File: config.mk
export PLATFORM = sky130hd
export DESIGN_NAME = thermal_event_config_logic
export DESIGN_NICKNAME = d
export VERILOG_FILES = /design/src/rtl/thermal_cfg_pkg.sv /design/src/rtl/trip_compare.sv /design/src/rtl/event_pin_drive.sv /design/src/rtl/thermal_event_config_logic.sv
export SDC_FILE = /design/constraint.sdc
export NUM_CORES = 1
export LEC_CHECK = 0
export ABC_AREA = 0
export BUFFER_PORTS_ARGS = -buffer_cell sky130_fd_sc_hd__buf_2
export CAP_MARGIN = 20
export CORE_MARGIN = 8
export CORE_UTILIZATION = 40
export DETAILED_ROUTE_END_ITERATION = 10
export PLACE_DENSITY_LB_ADDON = 0.3
export SETUP_SLACK_MARGIN = 0.3
export SLEW_MARGIN = 20
export SYNTH_ARGS = -nofsm -noshare
export SYNTH_HDL_FRONTEND = slang
export SYNTH_HIERARCHICAL = 1
export SYNTH_SLANG_ARGS = --single-unit
File: constraint.sdc
create_clock -name clk_sys -period 5.2 [get_ports clk_sys]
set_clock_uncertainty 0.05 [all_clocks]
set_input_delay 1.04 -clock clk_sys [delete_from_list [all_inputs] [get_ports clk_sys]]
set_output_delay 1.04 -clock clk_sys [all_outputs]
set_load 0.01 [all_outputs]
File: src/rtl/thermal_cfg_pkg.sv
// constants and helpers shared by the thermal event configuration logic
// How it works
// RULE1 - bit 0 picks comparator or latched interrupt
// RULE2 - bit 1 picks event output active level
// RULE3 - bit 2 limits events to critical only
// RULE4 - bit 3 gates the event output
// RULE5 - locks freeze bits 0 to 3
// RULE6 - bit 4 reads current event drive
// RULE7 - only window or critical trips raise events
// RULE8 - writing bit 4 changes nothing
// RULE9 - bit 5 clears latched interrupt event
// RULE10 - clear does nothing in comparator mode
// RULE11 - clear bit always reads zero
// RULE12 - no clear while above critical limit
// RULE13 - alarm lock blocks window limit writes
// RULE14 - critical lock blocks critical limit writes
// RULE15 - locks stick until power-on reset
// RULE16 - one write sets a lock
// RULE17 - shutdown stops sensing and all events
// RULE18 - locks block entering shutdown, not leaving
// RULE19 - bits 10 to 9 pick hysteresis
// RULE20 - power-on leaves configuration all zero
// RULE21 - events follow window and critical trips
// RULE22 - trip flags ignore configuration bits; here shutdown (bit 8) stops sampling and bits 10 to 9 set hysteresis
// RULE23 - reserved bits read zero, ignore writes
// RULE24 - host disables events while changing limits
package thermal_cfg_pkg;

  // configuration field positions
  localparam int MODE_BIT = 0;
  localparam int POLARITY_BIT = 1;
  localparam int CRIT_ONLY_BIT = 2;
  localparam int ENABLE_BIT = 3;
  localparam int STATUS_BIT = 4;
  localparam int CLEAR_BIT = 5;
  localparam int ALARM_LOCK_BIT = 6;
  localparam int CRIT_LOCK_BIT = 7;
  localparam int SHUTDOWN_BIT = 8;
  localparam int HYST_LSB = 9;
  localparam int HYST_MSB = 10;

  // reset values
  localparam logic [15:0] CFG_RESET = 16'h0000;
  localparam logic [15:0] TRIP_RESET = 16'h0000;

  // limit registers keep sign and value bits only
  localparam logic [15:0] TRIP_MASK = 16'h1FFC;

  // hysteresis in sample units of 0.0625 degrees
  localparam logic [7:0] HYST_NONE_CNT = 8'h00;
  localparam logic [7:0] HYST_1P5_CNT = 8'h18;
  localparam logic [7:0] HYST_3_CNT = 8'h30;
  localparam logic [7:0] HYST_6_CNT = 8'h60;

  function automatic logic [7:0] hyst_counts(input logic [1:0] code);
    logic [7:0] cnt;
    case (code)
      2'h1: cnt = HYST_1P5_CNT;
      2'h2: cnt = HYST_3_CNT;
      2'h3: cnt = HYST_6_CNT;
      default: cnt = HYST_NONE_CNT;
    endcase
    return cnt;
  endfunction

endpackage

File: src/rtl/trip_compare.sv
// one temperature limit comparator with hysteresis
`timescale 1ns/100ps
module trip_compare #(
  parameter bit TRIP_ABOVE = 1'b1,
  parameter bit INCLUSIVE = 1'b0
) (
  // clock and reset
  input wire logic clk_sys,
  input wire logic rst_n,
  // sample and limit
  input wire logic sampleValid,
  input wire logic [12:0] sample,
  input wire logic [12:0] limit,
  input wire logic [7:0] hyst,
  // result
  output logic tripped
);

  typedef struct packed {
    logic tripped;
  } cmp_state_type;

  cmp_state_type state_r;
  cmp_state_type state_nxt;
  logic signed [14:0] sampleExt;
  logic signed [14:0] limitExt;
  logic signed [14:0] hystExt;
  logic signed [14:0] thresh;

  always_comb
  begin
    state_nxt = state_r;
    sampleExt = {{2{sample[12]}}, sample};
    limitExt = {{2{limit[12]}}, limit};
    hystExt = {7'h00, hyst};
    // once tripped, release point moves back by the hysteresis
    if (TRIP_ABOVE)
    begin
      thresh = state_r.tripped ? limitExt - hystExt : limitExt;
    end
    else
    begin
      thresh = state_r.tripped ? limitExt + hystExt : limitExt;
    end
    if (sampleValid)
    begin
      if (TRIP_ABOVE)
      begin
        state_nxt.tripped = INCLUSIVE ? (sampleExt >= thresh) : (sampleExt > thresh);
      end
      else
      begin
        state_nxt.tripped = sampleExt < thresh;
      end
    end
  end

  always_ff @(posedge clk_sys)
  begin
    if (!rst_n)
    begin
      state_r <= '0;
    end
    else
    begin
      state_r <= state_nxt;
    end
  end

  assign tripped = state_r.tripped;

endmodule

File: src/rtl/event_pin_drive.sv
// open-drain event pin with selectable active level
`timescale 1ns/100ps
module event_pin_drive (
  // clock and reset
  input wire logic clk_sys,
  input wire logic rst_n,
  // event request
  input wire logic assertNxt,
  input wire logic activeHighNxt,
  // pin
  output logic pinOut,
  output logic pinOe
);

  typedef struct packed {
    logic pinOut;
    logic pinOe;
  } pin_state_type;

  pin_state_type state_r;
  pin_state_type state_nxt;

  always_comb
  begin
    state_nxt.pinOut = 1'b0;
    // active high releases the line to the pull-up
    state_nxt.pinOe = activeHighNxt ? !assertNxt : assertNxt; // RULE2
  end

  always_ff @(posedge clk_sys)
  begin
    if (!rst_n)
    begin
      state_r <= '0;
    end
    else
    begin
      state_r <= state_nxt;
    end
  end

  assign pinOut = state_r.pinOut;
  assign pinOe = state_r.pinOe;

endmodule

File: src/rtl/thermal_event_config_logic.sv
// configuration register, limit locks and event control of the temperature monitor
`timescale 1ns/100ps
module thermal_event_config_logic (
  // clock and power-on reset
  input wire logic clk_sys,
  input wire logic rst_n,
  // configuration register write
  input wire logic cfgWrite,
  input wire logic [15:0] cfgWrData,
  // limit register writes
  input wire logic alarmUpperWrite,
  input wire logic alarmLowerWrite,
  input wire logic critWrite,
  input wire logic [15:0] tripWrData,
  // converter samples
  input wire logic tempValid,
  input wire logic [12:0] tempSample,
  // register read values
  output logic [15:0] cfgReadData,
  output logic [15:0] alarmUpper,
  output logic [15:0] alarmLower,
  output logic [15:0] critLimit,
  // trip status
  output logic aboveCrit,
  output logic aboveAlarm,
  output logic belowAlarm,
  // sensor control
  output logic sensorEnable,
  // event pin
  output logic eventPinOut,
  output logic eventPinOe
);

  ////////////////////////////////////////////////////////////////////////////////
  // state

  typedef struct packed {
    logic intMode;
    logic polarity;
    logic critOnly;
    logic enable;
    logic alarmLock;
    logic critLock;
    logic shutdown;
    logic [1:0] hyst;
    logic pending;
    logic causePrev;
    logic sensorOn;
    logic [15:0] cfgRead;
    logic [15:0] alarmUpper;
    logic [15:0] alarmLower;
    logic [15:0] critLimit;
  } ctrl_state_type;

  ctrl_state_type state_r;
  ctrl_state_type state_nxt;
  logic locked;
  logic cause;
  logic clearReq;
  logic assertNxt;
  logic [7:0] hystCnt;
  logic sampleTake;
  logic critTrip;
  logic upperTrip;
  logic lowerTrip;

  ////////////////////////////////////////////////////////////////////////////////
  // trip detection, free of configuration gating except shutdown, which stops sampling

  assign hystCnt = thermal_cfg_pkg::hyst_counts(state_r.hyst); // RULE19
  assign sampleTake = tempValid && state_r.sensorOn; // RULE17

  trip_compare #(
    .TRIP_ABOVE(1'b1),
    .INCLUSIVE(1'b1)
  ) critCmp (
    .clk_sys(clk_sys),
    .rst_n(rst_n),
    .sampleValid(sampleTake),
    .sample(tempSample),
    .limit(state_r.critLimit[12:0]),
    .hyst(hystCnt),
    .tripped(critTrip)
  ); // RULE22

  trip_compare #(
    .TRIP_ABOVE(1'b1),
    .INCLUSIVE(1'b0)
  ) upperCmp (
    .clk_sys(clk_sys),
    .rst_n(rst_n),
    .sampleValid(sampleTake),
    .sample(tempSample),
    .limit(state_r.alarmUpper[12:0]),
    .hyst(hystCnt),
    .tripped(upperTrip)
  ); // RULE22

  trip_compare #(
    .TRIP_ABOVE(1'b0),
    .INCLUSIVE(1'b0)
  ) lowerCmp (
    .clk_sys(clk_sys),
    .rst_n(rst_n),
    .sampleValid(sampleTake),
    .sample(tempSample),
    .limit(state_r.alarmLower[12:0]),
    .hyst(hystCnt),
    .tripped(lowerTrip)
  ); // RULE22

  ////////////////////////////////////////////////////////////////////////////////
  // configuration and event control

  always_comb
  begin
    state_nxt = state_r;
    locked = state_r.alarmLock || state_r.critLock;
    clearReq = cfgWrite && cfgWrData[thermal_cfg_pkg::CLEAR_BIT];
    // event cause from trips only
    cause = state_r.critOnly ? critTrip : (critTrip || upperTrip || lowerTrip); // RULE3 RULE7 RULE21

    if (cfgWrite)
    begin
      // mode bits frozen by either lock
      if (!locked) // RULE5
      begin
        state_nxt.intMode = cfgWrData[thermal_cfg_pkg::MODE_BIT]; // RULE1
        state_nxt.polarity = cfgWrData[thermal_cfg_pkg::POLARITY_BIT]; // RULE2
        state_nxt.critOnly = cfgWrData[thermal_cfg_pkg::CRIT_ONLY_BIT]; // RULE3
        state_nxt.enable = cfgWrData[thermal_cfg_pkg::ENABLE_BIT]; // RULE4
      end
      // locks only ever set
      state_nxt.alarmLock = state_r.alarmLock || cfgWrData[thermal_cfg_pkg::ALARM_LOCK_BIT]; // RULE15 RULE16
      state_nxt.critLock = state_r.critLock || cfgWrData[thermal_cfg_pkg::CRIT_LOCK_BIT]; // RULE15 RULE16
      // leaving shutdown always allowed, entering only unlocked
      if (!cfgWrData[thermal_cfg_pkg::SHUTDOWN_BIT] || !locked) // RULE18
      begin
        state_nxt.shutdown = cfgWrData[thermal_cfg_pkg::SHUTDOWN_BIT]; // RULE17
      end
      state_nxt.hyst = cfgWrData[thermal_cfg_pkg::HYST_MSB:thermal_cfg_pkg::HYST_LSB]; // RULE19
    end

    // limit writes, reserved bits dropped
    if (alarmUpperWrite && !state_r.alarmLock) // RULE13
    begin
      state_nxt.alarmUpper = tripWrData & thermal_cfg_pkg::TRIP_MASK;
    end
    if (alarmLowerWrite && !state_r.alarmLock) // RULE13
    begin
      state_nxt.alarmLower = tripWrData & thermal_cfg_pkg::TRIP_MASK;
    end
    if (critWrite && !state_r.critLock) // RULE14
    begin
      state_nxt.critLimit = tripWrData & thermal_cfg_pkg::TRIP_MASK;
    end

    // event latch
    state_nxt.causePrev = cause;
    if (state_r.shutdown) // RULE17
    begin
      state_nxt.pending = 1'b0;
    end
    else if (state_r.intMode)
    begin
      // new trip sets; clear refused above critical; set wins over clear
      state_nxt.pending = (cause && !state_r.causePrev)
        || (state_r.pending && !(clearReq && !critTrip)); // RULE9 RULE12
    end
    else
    begin
      state_nxt.pending = cause; // RULE10
    end

    assertNxt = state_nxt.pending && state_nxt.enable && !state_nxt.shutdown; // RULE4 RULE17
    state_nxt.sensorOn = !state_nxt.shutdown; // RULE17

    // read image: status live, clear and reserved read zero
    state_nxt.cfgRead = thermal_cfg_pkg::CFG_RESET;
    state_nxt.cfgRead[thermal_cfg_pkg::MODE_BIT] = state_nxt.intMode;
    state_nxt.cfgRead[thermal_cfg_pkg::POLARITY_BIT] = state_nxt.polarity;
    state_nxt.cfgRead[thermal_cfg_pkg::CRIT_ONLY_BIT] = state_nxt.critOnly;
    state_nxt.cfgRead[thermal_cfg_pkg::ENABLE_BIT] = state_nxt.enable;
    state_nxt.cfgRead[thermal_cfg_pkg::STATUS_BIT] = assertNxt; // RULE6 RULE8
    state_nxt.cfgRead[thermal_cfg_pkg::CLEAR_BIT] = 1'b0; // RULE11
    state_nxt.cfgRead[thermal_cfg_pkg::ALARM_LOCK_BIT] = state_nxt.alarmLock;
    state_nxt.cfgRead[thermal_cfg_pkg::CRIT_LOCK_BIT] = state_nxt.critLock;
    state_nxt.cfgRead[thermal_cfg_pkg::SHUTDOWN_BIT] = state_nxt.shutdown;
    state_nxt.cfgRead[thermal_cfg_pkg::HYST_MSB:thermal_cfg_pkg::HYST_LSB] = state_nxt.hyst; // RULE23
  end

  always_ff @(posedge clk_sys)
  begin
    if (!rst_n)
    begin
      state_r <= '0; // RULE20
      state_r.sensorOn <= 1'b1;
      state_r.cfgRead <= thermal_cfg_pkg::CFG_RESET;
      state_r.alarmUpper <= thermal_cfg_pkg::TRIP_RESET;
      state_r.alarmLower <= thermal_cfg_pkg::TRIP_RESET;
      state_r.critLimit <= thermal_cfg_pkg::TRIP_RESET;
    end
    else
    begin
      state_r <= state_nxt;
    end
  end

  ////////////////////////////////////////////////////////////////////////////////
  // pin and outputs

  event_pin_drive pinDrive (
    .clk_sys(clk_sys),
    .rst_n(rst_n),
    .assertNxt(assertNxt),
    .activeHighNxt(state_nxt.polarity),
    .pinOut(eventPinOut),
    .pinOe(eventPinOe)
  ); // RULE6

  assign cfgReadData = state_r.cfgRead;
  assign alarmUpper = state_r.alarmUpper;
  assign alarmLower = state_r.alarmLower;
  assign critLimit = state_r.critLimit;
  assign aboveCrit = critTrip;
  assign aboveAlarm = upperTrip;
  assign belowAlarm = lowerTrip;
  assign sensorEnable = state_r.sensorOn;

  ////////////////////////////////////////////////////////////////////////////////
  // checks

  a_mode_bits_frozen: assert property (@(posedge clk_sys) disable iff (!rst_n) // RULE5
    (state_r.alarmLock || state_r.critLock) && cfgWrite |=> $stable(cfgReadData[3:0]))
    else $error("mode bits changed while locked");

  a_lock_stays_set: assert property (@(posedge clk_sys) disable iff (!rst_n) // RULE15
    (cfgReadData[6] || cfgReadData[7]) |=> cfgReadData[7:6] == ($past(cfgReadData[7:6]) | cfgReadData[7:6]))
    else $error("lock bit cleared by a write");

  a_lock_one_write: assert property (@(posedge clk_sys) disable iff (!rst_n) // RULE16
    cfgWrite && cfgWrData[7] |=> cfgReadData[7] && state_r.critLock)
    else $error("lock not set by single write");

  a_alarm_write_blocked: assert property (@(posedge clk_sys) disable iff (!rst_n) // RULE13
    state_r.alarmLock |=> $stable(alarmUpper) && $stable(alarmLower))
    else $error("alarm limit changed while locked");

  a_crit_write_blocked: assert property (@(posedge clk_sys) disable iff (!rst_n) // RULE14
    state_r.critLock |=> $stable(critLimit))
    else $error("critical limit changed while locked");

  a_clear_reads_zero: assert property (@(posedge clk_sys) disable iff (!rst_n) // RULE11
    cfgReadData[5] == 1'b0 && cfgReadData[15:11] == 5'h00)
    else $error("write-only or reserved bit reads one");

  a_crit_holds_event: assert property (@(posedge clk_sys) disable iff (!rst_n) // RULE12
    state_r.pending && critTrip && !state_r.shutdown && state_r.intMode && clearReq |=> state_r.pending)
    else $error("event cleared above critical limit");

  a_comparator_follows: assert property (@(posedge clk_sys) disable iff (!rst_n) // RULE10
    !state_r.intMode && !state_r.shutdown |=> state_r.pending == $past(cause))
    else $error("comparator event does not follow trips");

  a_shutdown_silent: assert property (@(posedge clk_sys) disable iff (!rst_n) // RULE17
    state_r.shutdown |-> !cfgReadData[4] && !sensorEnable)
    else $error("event or sensing during shutdown");

  a_shutdown_entry_blocked: assert property (@(posedge clk_sys) disable iff (!rst_n) // RULE18
    (state_r.alarmLock || state_r.critLock) && !state_r.shutdown && cfgWrite ##1 1'b1 |-> !state_r.shutdown)
    else $error("shutdown entered while locked");

  a_status_matches_pin: assert property (@(posedge clk_sys) disable iff (!rst_n) // RULE6
    cfgReadData[4] == (cfgReadData[1] ? !eventPinOe : eventPinOe))
    else $error("status bit disagrees with pin drive");

  a_disabled_output_idle: assert property (@(posedge clk_sys) disable iff (!rst_n) // RULE4
    !cfgReadData[3] |-> !cfgReadData[4])
    else $error("event driven while output disabled");

  a_mode_write_taken: assert property (@(posedge clk_sys) disable iff (!rst_n) // RULE1
    !(state_r.alarmLock || state_r.critLock) && cfgWrite |=> cfgReadData[0] == $past(cfgWrData[0]))
    else $error("event mode write not taken");

  a_polarity_write_taken: assert property (@(posedge clk_sys) disable iff (!rst_n) // RULE2
    !(state_r.alarmLock || state_r.critLock) && cfgWrite |=> cfgReadData[1] == $past(cfgWrData[1]))
    else $error("polarity write not taken");

  a_crit_only_taken: assert property (@(posedge clk_sys) disable iff (!rst_n) // RULE3
    !(state_r.alarmLock || state_r.critLock) && cfgWrite |=> cfgReadData[2] == $past(cfgWrData[2]))
    else $error("critical-only write not taken");

  a_enable_write_taken: assert property (@(posedge clk_sys) disable iff (!rst_n) // RULE4
    !(state_r.alarmLock || state_r.critLock) && cfgWrite |=> cfgReadData[3] == $past(cfgWrData[3]))
    else $error("output enable write not taken");

  a_crit_only_cause: assert property (@(posedge clk_sys) disable iff (!rst_n) // RULE3
    state_r.critOnly && !state_r.intMode && !state_r.shutdown |=> state_r.pending == $past(critTrip))
    else $error("critical-only event follows other trips");

  a_event_needs_trip: assert property (@(posedge clk_sys) disable iff (!rst_n) // RULE7
    !state_r.pending && !cause |=> !state_r.pending)
    else $error("event raised without a trip");

  a_status_write_ignored: assert property (@(posedge clk_sys) disable iff (!rst_n) // RULE8
    !(state_r.alarmLock || state_r.critLock) && cfgWrite && cfgWrData[4] && !cfgWrData[3] |=> !cfgReadData[4])
    else $error("status bit set by a write");

  a_clear_comparator_none: assert property (@(posedge clk_sys) disable iff (!rst_n) // RULE10
    !state_r.intMode && !state_r.shutdown && clearReq && cause |=> state_r.pending)
    else $error("clear acted in comparator mode");

  a_clear_drops_event: assert property (@(posedge clk_sys) disable iff (!rst_n) // RULE9
    state_r.intMode && clearReq && !critTrip && !(cause && !state_r.causePrev) |=> !state_r.pending)
    else $error("latched event not cleared");

  a_clear_zero_keeps: assert property (@(posedge clk_sys) disable iff (!rst_n) // RULE9
    state_r.intMode && !state_r.shutdown && state_r.pending && !clearReq |=> state_r.pending)
    else $error("latched event lost without a clear");

  a_int_latch_set: assert property (@(posedge clk_sys) disable iff (!rst_n) // RULE1
    state_r.intMode && !state_r.shutdown && cause && !state_r.causePrev |=> state_r.pending)
    else $error("interrupt event not latched");

  a_sample_refused_off: assert property (@(posedge clk_sys) disable iff (!rst_n) // RULE17
    !sensorEnable && tempValid |=> $stable(aboveCrit) && $stable(aboveAlarm) && $stable(belowAlarm))
    else $error("sample taken during shutdown");

  a_shutdown_leave_ok: assert property (@(posedge clk_sys) disable iff (!rst_n) // RULE18
    cfgWrite && !cfgWrData[8] |=> !cfgReadData[8] && sensorEnable)
    else $error("shutdown exit refused");

  a_hyst_field_taken: assert property (@(posedge clk_sys) disable iff (!rst_n) // RULE19
    cfgWrite |=> cfgReadData[10:9] == $past(cfgWrData[10:9]))
    else $error("hysteresis write not taken");

  a_alarm_write_taken: assert property (@(posedge clk_sys) disable iff (!rst_n) // RULE13
    alarmUpperWrite && !state_r.alarmLock |=> alarmUpper == ($past(tripWrData) & thermal_cfg_pkg::TRIP_MASK))
    else $error("unlocked upper limit write not taken");

  a_crit_write_taken: assert property (@(posedge clk_sys) disable iff (!rst_n) // RULE14
    critWrite && !state_r.critLock |=> critLimit == ($past(tripWrData) & thermal_cfg_pkg::TRIP_MASK))
    else $error("unlocked critical limit write not taken");

  a_trips_hold_idle: assert property (@(posedge clk_sys) disable iff (!rst_n) // RULE22
    !tempValid |=> $stable(aboveCrit) && $stable(aboveAlarm) && $stable(belowAlarm))
    else $error("trip flag moved without a sample");

  a_window_raises_event: assert property (@(posedge clk_sys) disable iff (!rst_n) // RULE21
    !state_r.critOnly && !state_r.intMode && !state_r.shutdown && upperTrip |=> state_r.pending)
    else $error("window trip raised no event");

  a_shutdown_pin_idle: assert property (@(posedge clk_sys) disable iff (!rst_n) // RULE17
    state_r.shutdown |-> eventPinOe == cfgReadData[1])
    else $error("event pin driven during shutdown");

endmodule

# Word level (Yosys, flattened, before mapping)
# Index checks and enable logic that the tools add are counted.
word_totals:
  reg_bits: 65
  input_bits: 52
  out_inout_bits: 70
  word_cells: 66
op_classes:
  add_sub_neg: 3
  n_lt_le_gt_ge: 3
  eq_ne: 3
  n_mux: 11
  reduce_logical: 26
op_table:
  columns: ["op", "count"]
  rows:
  - ["$mux 15", 3]
  - ["$sub 13x8->14", 2]
  - ["$pmux 7 s3", 1]
  - ["$ge 13x15->1", 1]
  - ["$gt 13x15->1", 1]
  - ["$lt 13x15->1", 1]
  - ["$add 13x8->14", 1]
  - ["$logic_and 1x1->1", 10]
  - ["$logic_not 1->1", 9]
  - ["$mux 9", 1]
  - ["$logic_or 1x1->1", 7]
  - ["$mux 1", 5]
  - ["$eq 2x2->1 const B", 2]
  - ["$mux 4", 1]
  - ["$eq 2x1->1 const B", 1]

# Depth between registers and ports, before layout
depth:
  depth_word: 11
  depth_mapped: 16
  mapped_depth_nobuf: 16

# Modules after synthesis
# Netlist, hierarchy kept.
by_module_without_submodules:
  columns: ["mod", "n_inst", "cells_each", "area_each_um2", "seq_area_each_um2"]
  rows:
  - ["thermal_event_config_logic", 1, 269, 2311.0, 920.9]
  - ["trip_compare at upperCmp", 1, 122, 942.2, 20.0]
  - ["trip_compare at lowerCmp", 1, 117, 933.4, 20.0]
  - ["trip_compare at critCmp", 1, 127, 927.1, 20.0]
  - ["event_pin_drive", 1, 5, 46.3, 20.0]

# Least setup slack after synthesis
# OpenSTA, ideal clock, no wires.
synth_timing:
  kind: "flip-flop to flip-flop"
  from: "register state_r[67] (netlist name)"
  to: "register upperCmp.state_r, in the netlist upperCmp/tripped"
  setup_time_ns: 0.063
  arrival_time_ns: 3.268
  t_required_ns: 5.087
  setup_slack_ns: 1.820
  stages_incl_launch_ff: 17
  path_buffers: 0
  synth_period_minus_slack_ns: 3.380
  cell_sequence: "dfxtp_1 inv_1 ha_1 or2_2 inv_1 ha_1 a21o_1 a21oi_2 o21ai_2 a2111oi_1 xnor2_1 ha_1 a21oi_1 o211ai_1 a31o_2 or3_1 nand3_1"
synth_via:
  elab_chain_len: 5
  elab_cells_between_ends: 7
  cone_classes: "add/sub (1); order compare (1); eq/ne (3); mux (2)"
synth_rtl:
  columns: ["item", "line_no", "source"]
  rows:
  - ["start, declared", "thermal_event_config_logic.sv:55", "ctrl_state_type state_r;"]
  - ["start signal, assigned", "thermal_event_config_logic.sv:205", "state_r <= state_nxt;"]
  - ["$eq 2x2->1 / $eq 2x1->1 (equally long branches)", "thermal_cfg_pkg.sv:57", "case (code)"]
  - ["$pmux 7 s3 *", "thermal_cfg_pkg.sv:57", null]
  - ["via hystCnt[5]", "thermal_event_config_logic.sv:61", "logic [7:0] hystCnt;"]
  - ["$sub 13x8->14 *", "trip_compare.sv:39", "thresh = state_r.tripped ? limitExt - hystExt : limitExt;"]
  - ["$mux 15 *", "trip_compare.sv:39", null]
  - ["$gt 13x15->1 *", "trip_compare.sv:49", "state_nxt.tripped = INCLUSIVE ? (sampleExt >= thresh) : (sampleExt > thresh);"]
  - ["end signal, assigned", "trip_compare.sv:66", "state_r <= state_nxt;"]
  - ["end, declared", "trip_compare.sv:23", "cmp_state_type state_r;"]
# The timed path passes the listed nets; every way through them passes the cells marked *.
# A chain may end at the register's enable or synchronous reset.

# Worst setup path after layout
# Ends and elaborated chain as after synthesis.

==> results.toml <==
[detailed_routing]
top_layer_used = "met4"
dr.pass1.iters = 4
post_drt_wl_per_cell_um = 15.9
via_per_inst = 5.15
wl_met3_um = 884
route.detailed.drc = 0
drt_first_iter_violations = 261
wl_met2_um = 6610
vias = 4520
drt-met1-wl_um = 6200
ant_nets = 0
totalWireLength_um = 13900

[pwr]
powerDensity_nw_per_um2 = 236
total_power_mw = 1.33
p_leak_nw = 2.54
ir_drop_mv = 0.189

[yosys]
synth_simple_gate_area_share_pct = 20.0
syn_inst = 640
ys_seq_area_share_pct = 19.4
async_flop_share_pct = 0
synth.area.mux_share_pct = 3.98
synthXorXnorAreaFrac_pct = 3.73
synthesis.area_um2 = 5160
synth_common_cells = "nand2_1 (86), ha_1 (68), buf_4 (65), dfxtp_1 (50), inv_1 (39)"
synth_cell_types = 73
synth_top_area_cell = "dfxtp_1"
synth.most_common_cell = "nand2_1"
synth_area_leaders = "dfxtp_1 (19%), ha_1 (16%), buf_4 (9.5%)"
ys_warn_count = 6
synth_top_family_by_area = "compound AO/OA/AOI/OAI gates"
yosys.area.top_type_share_pct = 19.4
synth_compound_area_share_pct = 21.6
synthAdderAreaFrac_pct = 17.7
synthFlopType = "dfxtp_1"
synth_edf_count = 0
synth_area_per_cell_um2 = 8.06
ys_seq_elements = 50

[finish]
insertedDiodeCount = 0
multi_input_area_um2 = 3640
area_growth_pct = 8.78
finalNetCount = 827
fillCellCount = 1317
layout-drive-gt1-share_pct = 16.9
post-route-util_pct = 44.5
regArea_um2 = 1000

[place]
finalWeightedCongestion = 0.886
hpwl_um = 11600
numPortBuffers = 88
dp_slack_ns = 1.47

[global_route]
grt_pass1_vias = 4533
grtUsageTotal_pct = 16.1
grt_first_pass_wirelength_um = 21800
overflow = 0
antenna_found_initial = 0
grt_max_degree = 52

[cts]
cts_buffers = 5
clock_latency_ns = 0.29
hold_buffers = 0
ctsLongestPathBuffers = 2
clk_pin_slew_ns = 0.07
ctsHtreeMaxLevel = 2
post_cts_buffers = 0
cts-root-buf = "clkbuf_16"
cts_tree = "built"
cts_num_sinks = 50
cts_resized = 0

[worst_setup_path]
critical_path_class = "flip-flop to flip-flop"
r2r-end = "upperCmp/tripped$_SDFFE_PN0P_"
ff2ff_path_depth = 16
cp_max_fo = 7
arrival_ns = 3.94
worst_r2r_startpoint = "state_r[67]$_SDFFE_PN0P_"
cp.required_ns = 5.39
critPathCapture = "upperCmp/tripped$_SDFFE_PN0P_"
reg2reg_setup_slack_ns = 1.45
critPathLaunchType = "flip-flop"
crit_start = "state_r[67]$_SDFFE_PN0P_"
cp-end-kind = "flip-flop"

[die]
die_h_um = 130
die_x_um = 130
start_util_pct = 40.9
die-area_um2 = 16800
ioPinCount = 122
core_um2 = 12600
num_rows = 41

[sta]
rsz0062_at_grt = "false"
max_slew_margin_pct = 48.4
tns_ns = 0
worstMarginPinSlew_ns = 0.774
layout_worst_path_cycle_share_pct = 72.1
whs_ns = 0.445
min_period_ns = 3.75
finalSetupViolCount = 0
slew_violations = 0
timing.final.hold_violations = 0
worst_slack_ns = 1.45
max_clock_freq_mhz = 267

[run]
cap_violations = 0

[worst_hold_path]
hp-class = "flip-flop to flip-flop"

[run_status]
outcome = "finished, final reports clean"
==> flip-flops by register name, indices dropped and copies added, names as in the netlist <==
register	count
pinDrive/pinOe	1
critCmp/tripped	1
upperCmp/tripped	1
critLimit	11
alarmUpper	11
alarmLower	11
cfgReadData	8
lowerCmp/tripped	1
state_r	4
sensorEnable	1
==> cell usage in the layout, fill, tap and decap left out, drive strengths merged, types with 11 or more instances in the layout <==
cell,count
o21ai,19
xor2,11
inv,39
nand2,87
a21o,12
conb,51
nor2,19
dfxtp,50
mux2i,19
a21boi,33
buf,88
xnor2,11
nor2b,20
ha,68
a21oi,34
nand3,25
==> kinds of logic after synthesis <==
| logic type | after synthesis |
|---|---|
| simple gates | 204 |
| fa+ha+maj | 71 |
| mux | 20 |
| other cells | 2 |
| buf+inv | 119 |
| xor+xnor | 22 |
| flops | 50 |
| compound gates | 152 |
==> worst max-delay path, cell delays in order, from the launching register on <==
cell       delay, ns
dfxtp_1         0.44
inv_1           0.07
ha_1            0.18
or2_2           0.33
inv_1           0.07
ha_1            0.28
a21o_1          0.22
a21oi_2         0.19
o21ai_2         0.13
a2111oi_1       0.35
xnor2_1         0.17
ha_1            0.29
a21oi_1         0.16
o211ai_1        0.10
a31o_2          0.23
or3_1           0.35
nand3_1         0.07
==> how the worst min path moves through the flow <==
stage | from | end | slack [ns] | depth (start not counted)
after detailed placement | critLimit[6]$_SDFFE_PN0P_ | critLimit[6]$_SDFFE_PN0P_ | 0.44 | 2
after floorplan | alarmLower[11]$_SDFFE_PN0P_ | alarmLower[11]$_SDFFE_PN0P_ | 0.40 | 2
after CTS | critLimit[6]$_SDFFE_PN0P_ | critLimit[6]$_SDFFE_PN0P_ | 0.45 | 2
final | critLimit[6]$_SDFFE_PN0P_ | critLimit[6]$_SDFFE_PN0P_ | 0.45 | 2
after global routing | critLimit[5]$_SDFFE_PN0P_ | critLimit[5]$_SDFFE_PN0P_ | 0.49 | 2
after global placement | alarmUpper[7]$_SDFFE_PN0P_ | alarmUpper[7]$_SDFFE_PN0P_ | 0.43 | 2
==> stage by stage <==
step,cells,area [µm²]
6_report,877,5610
5_1_grt,877,5610
3_3_place_gp,869,5450
3_5_place_dp,869,5450
4_1_cts,877,5610
2_1_floorplan,689,5340
==> area by class of cell <==
type	count	area share [%]
multi-input combinational	520	64.9
clock inverter	2	0.669
clock buffer	6	2.30
tap	172	3.83
sequential	50	17.8
inverter	39	2.61
timing repair buffer	88	7.85
==> report_power, final <==
group	internal (mW)	switching [mW]
clock	0.228	0.152
sequential	0.410	0.0505
combinational	0.214	0.274
total	0.851	0.476
==> routing by layer <==
layer  up-vias  track usage, %
li1       2266               -
met2       165            28.2
met4         0            4.23
met3        18            2.88
met1      2071            19.8
met5         -               0
(Power assumes the default switching activity.)
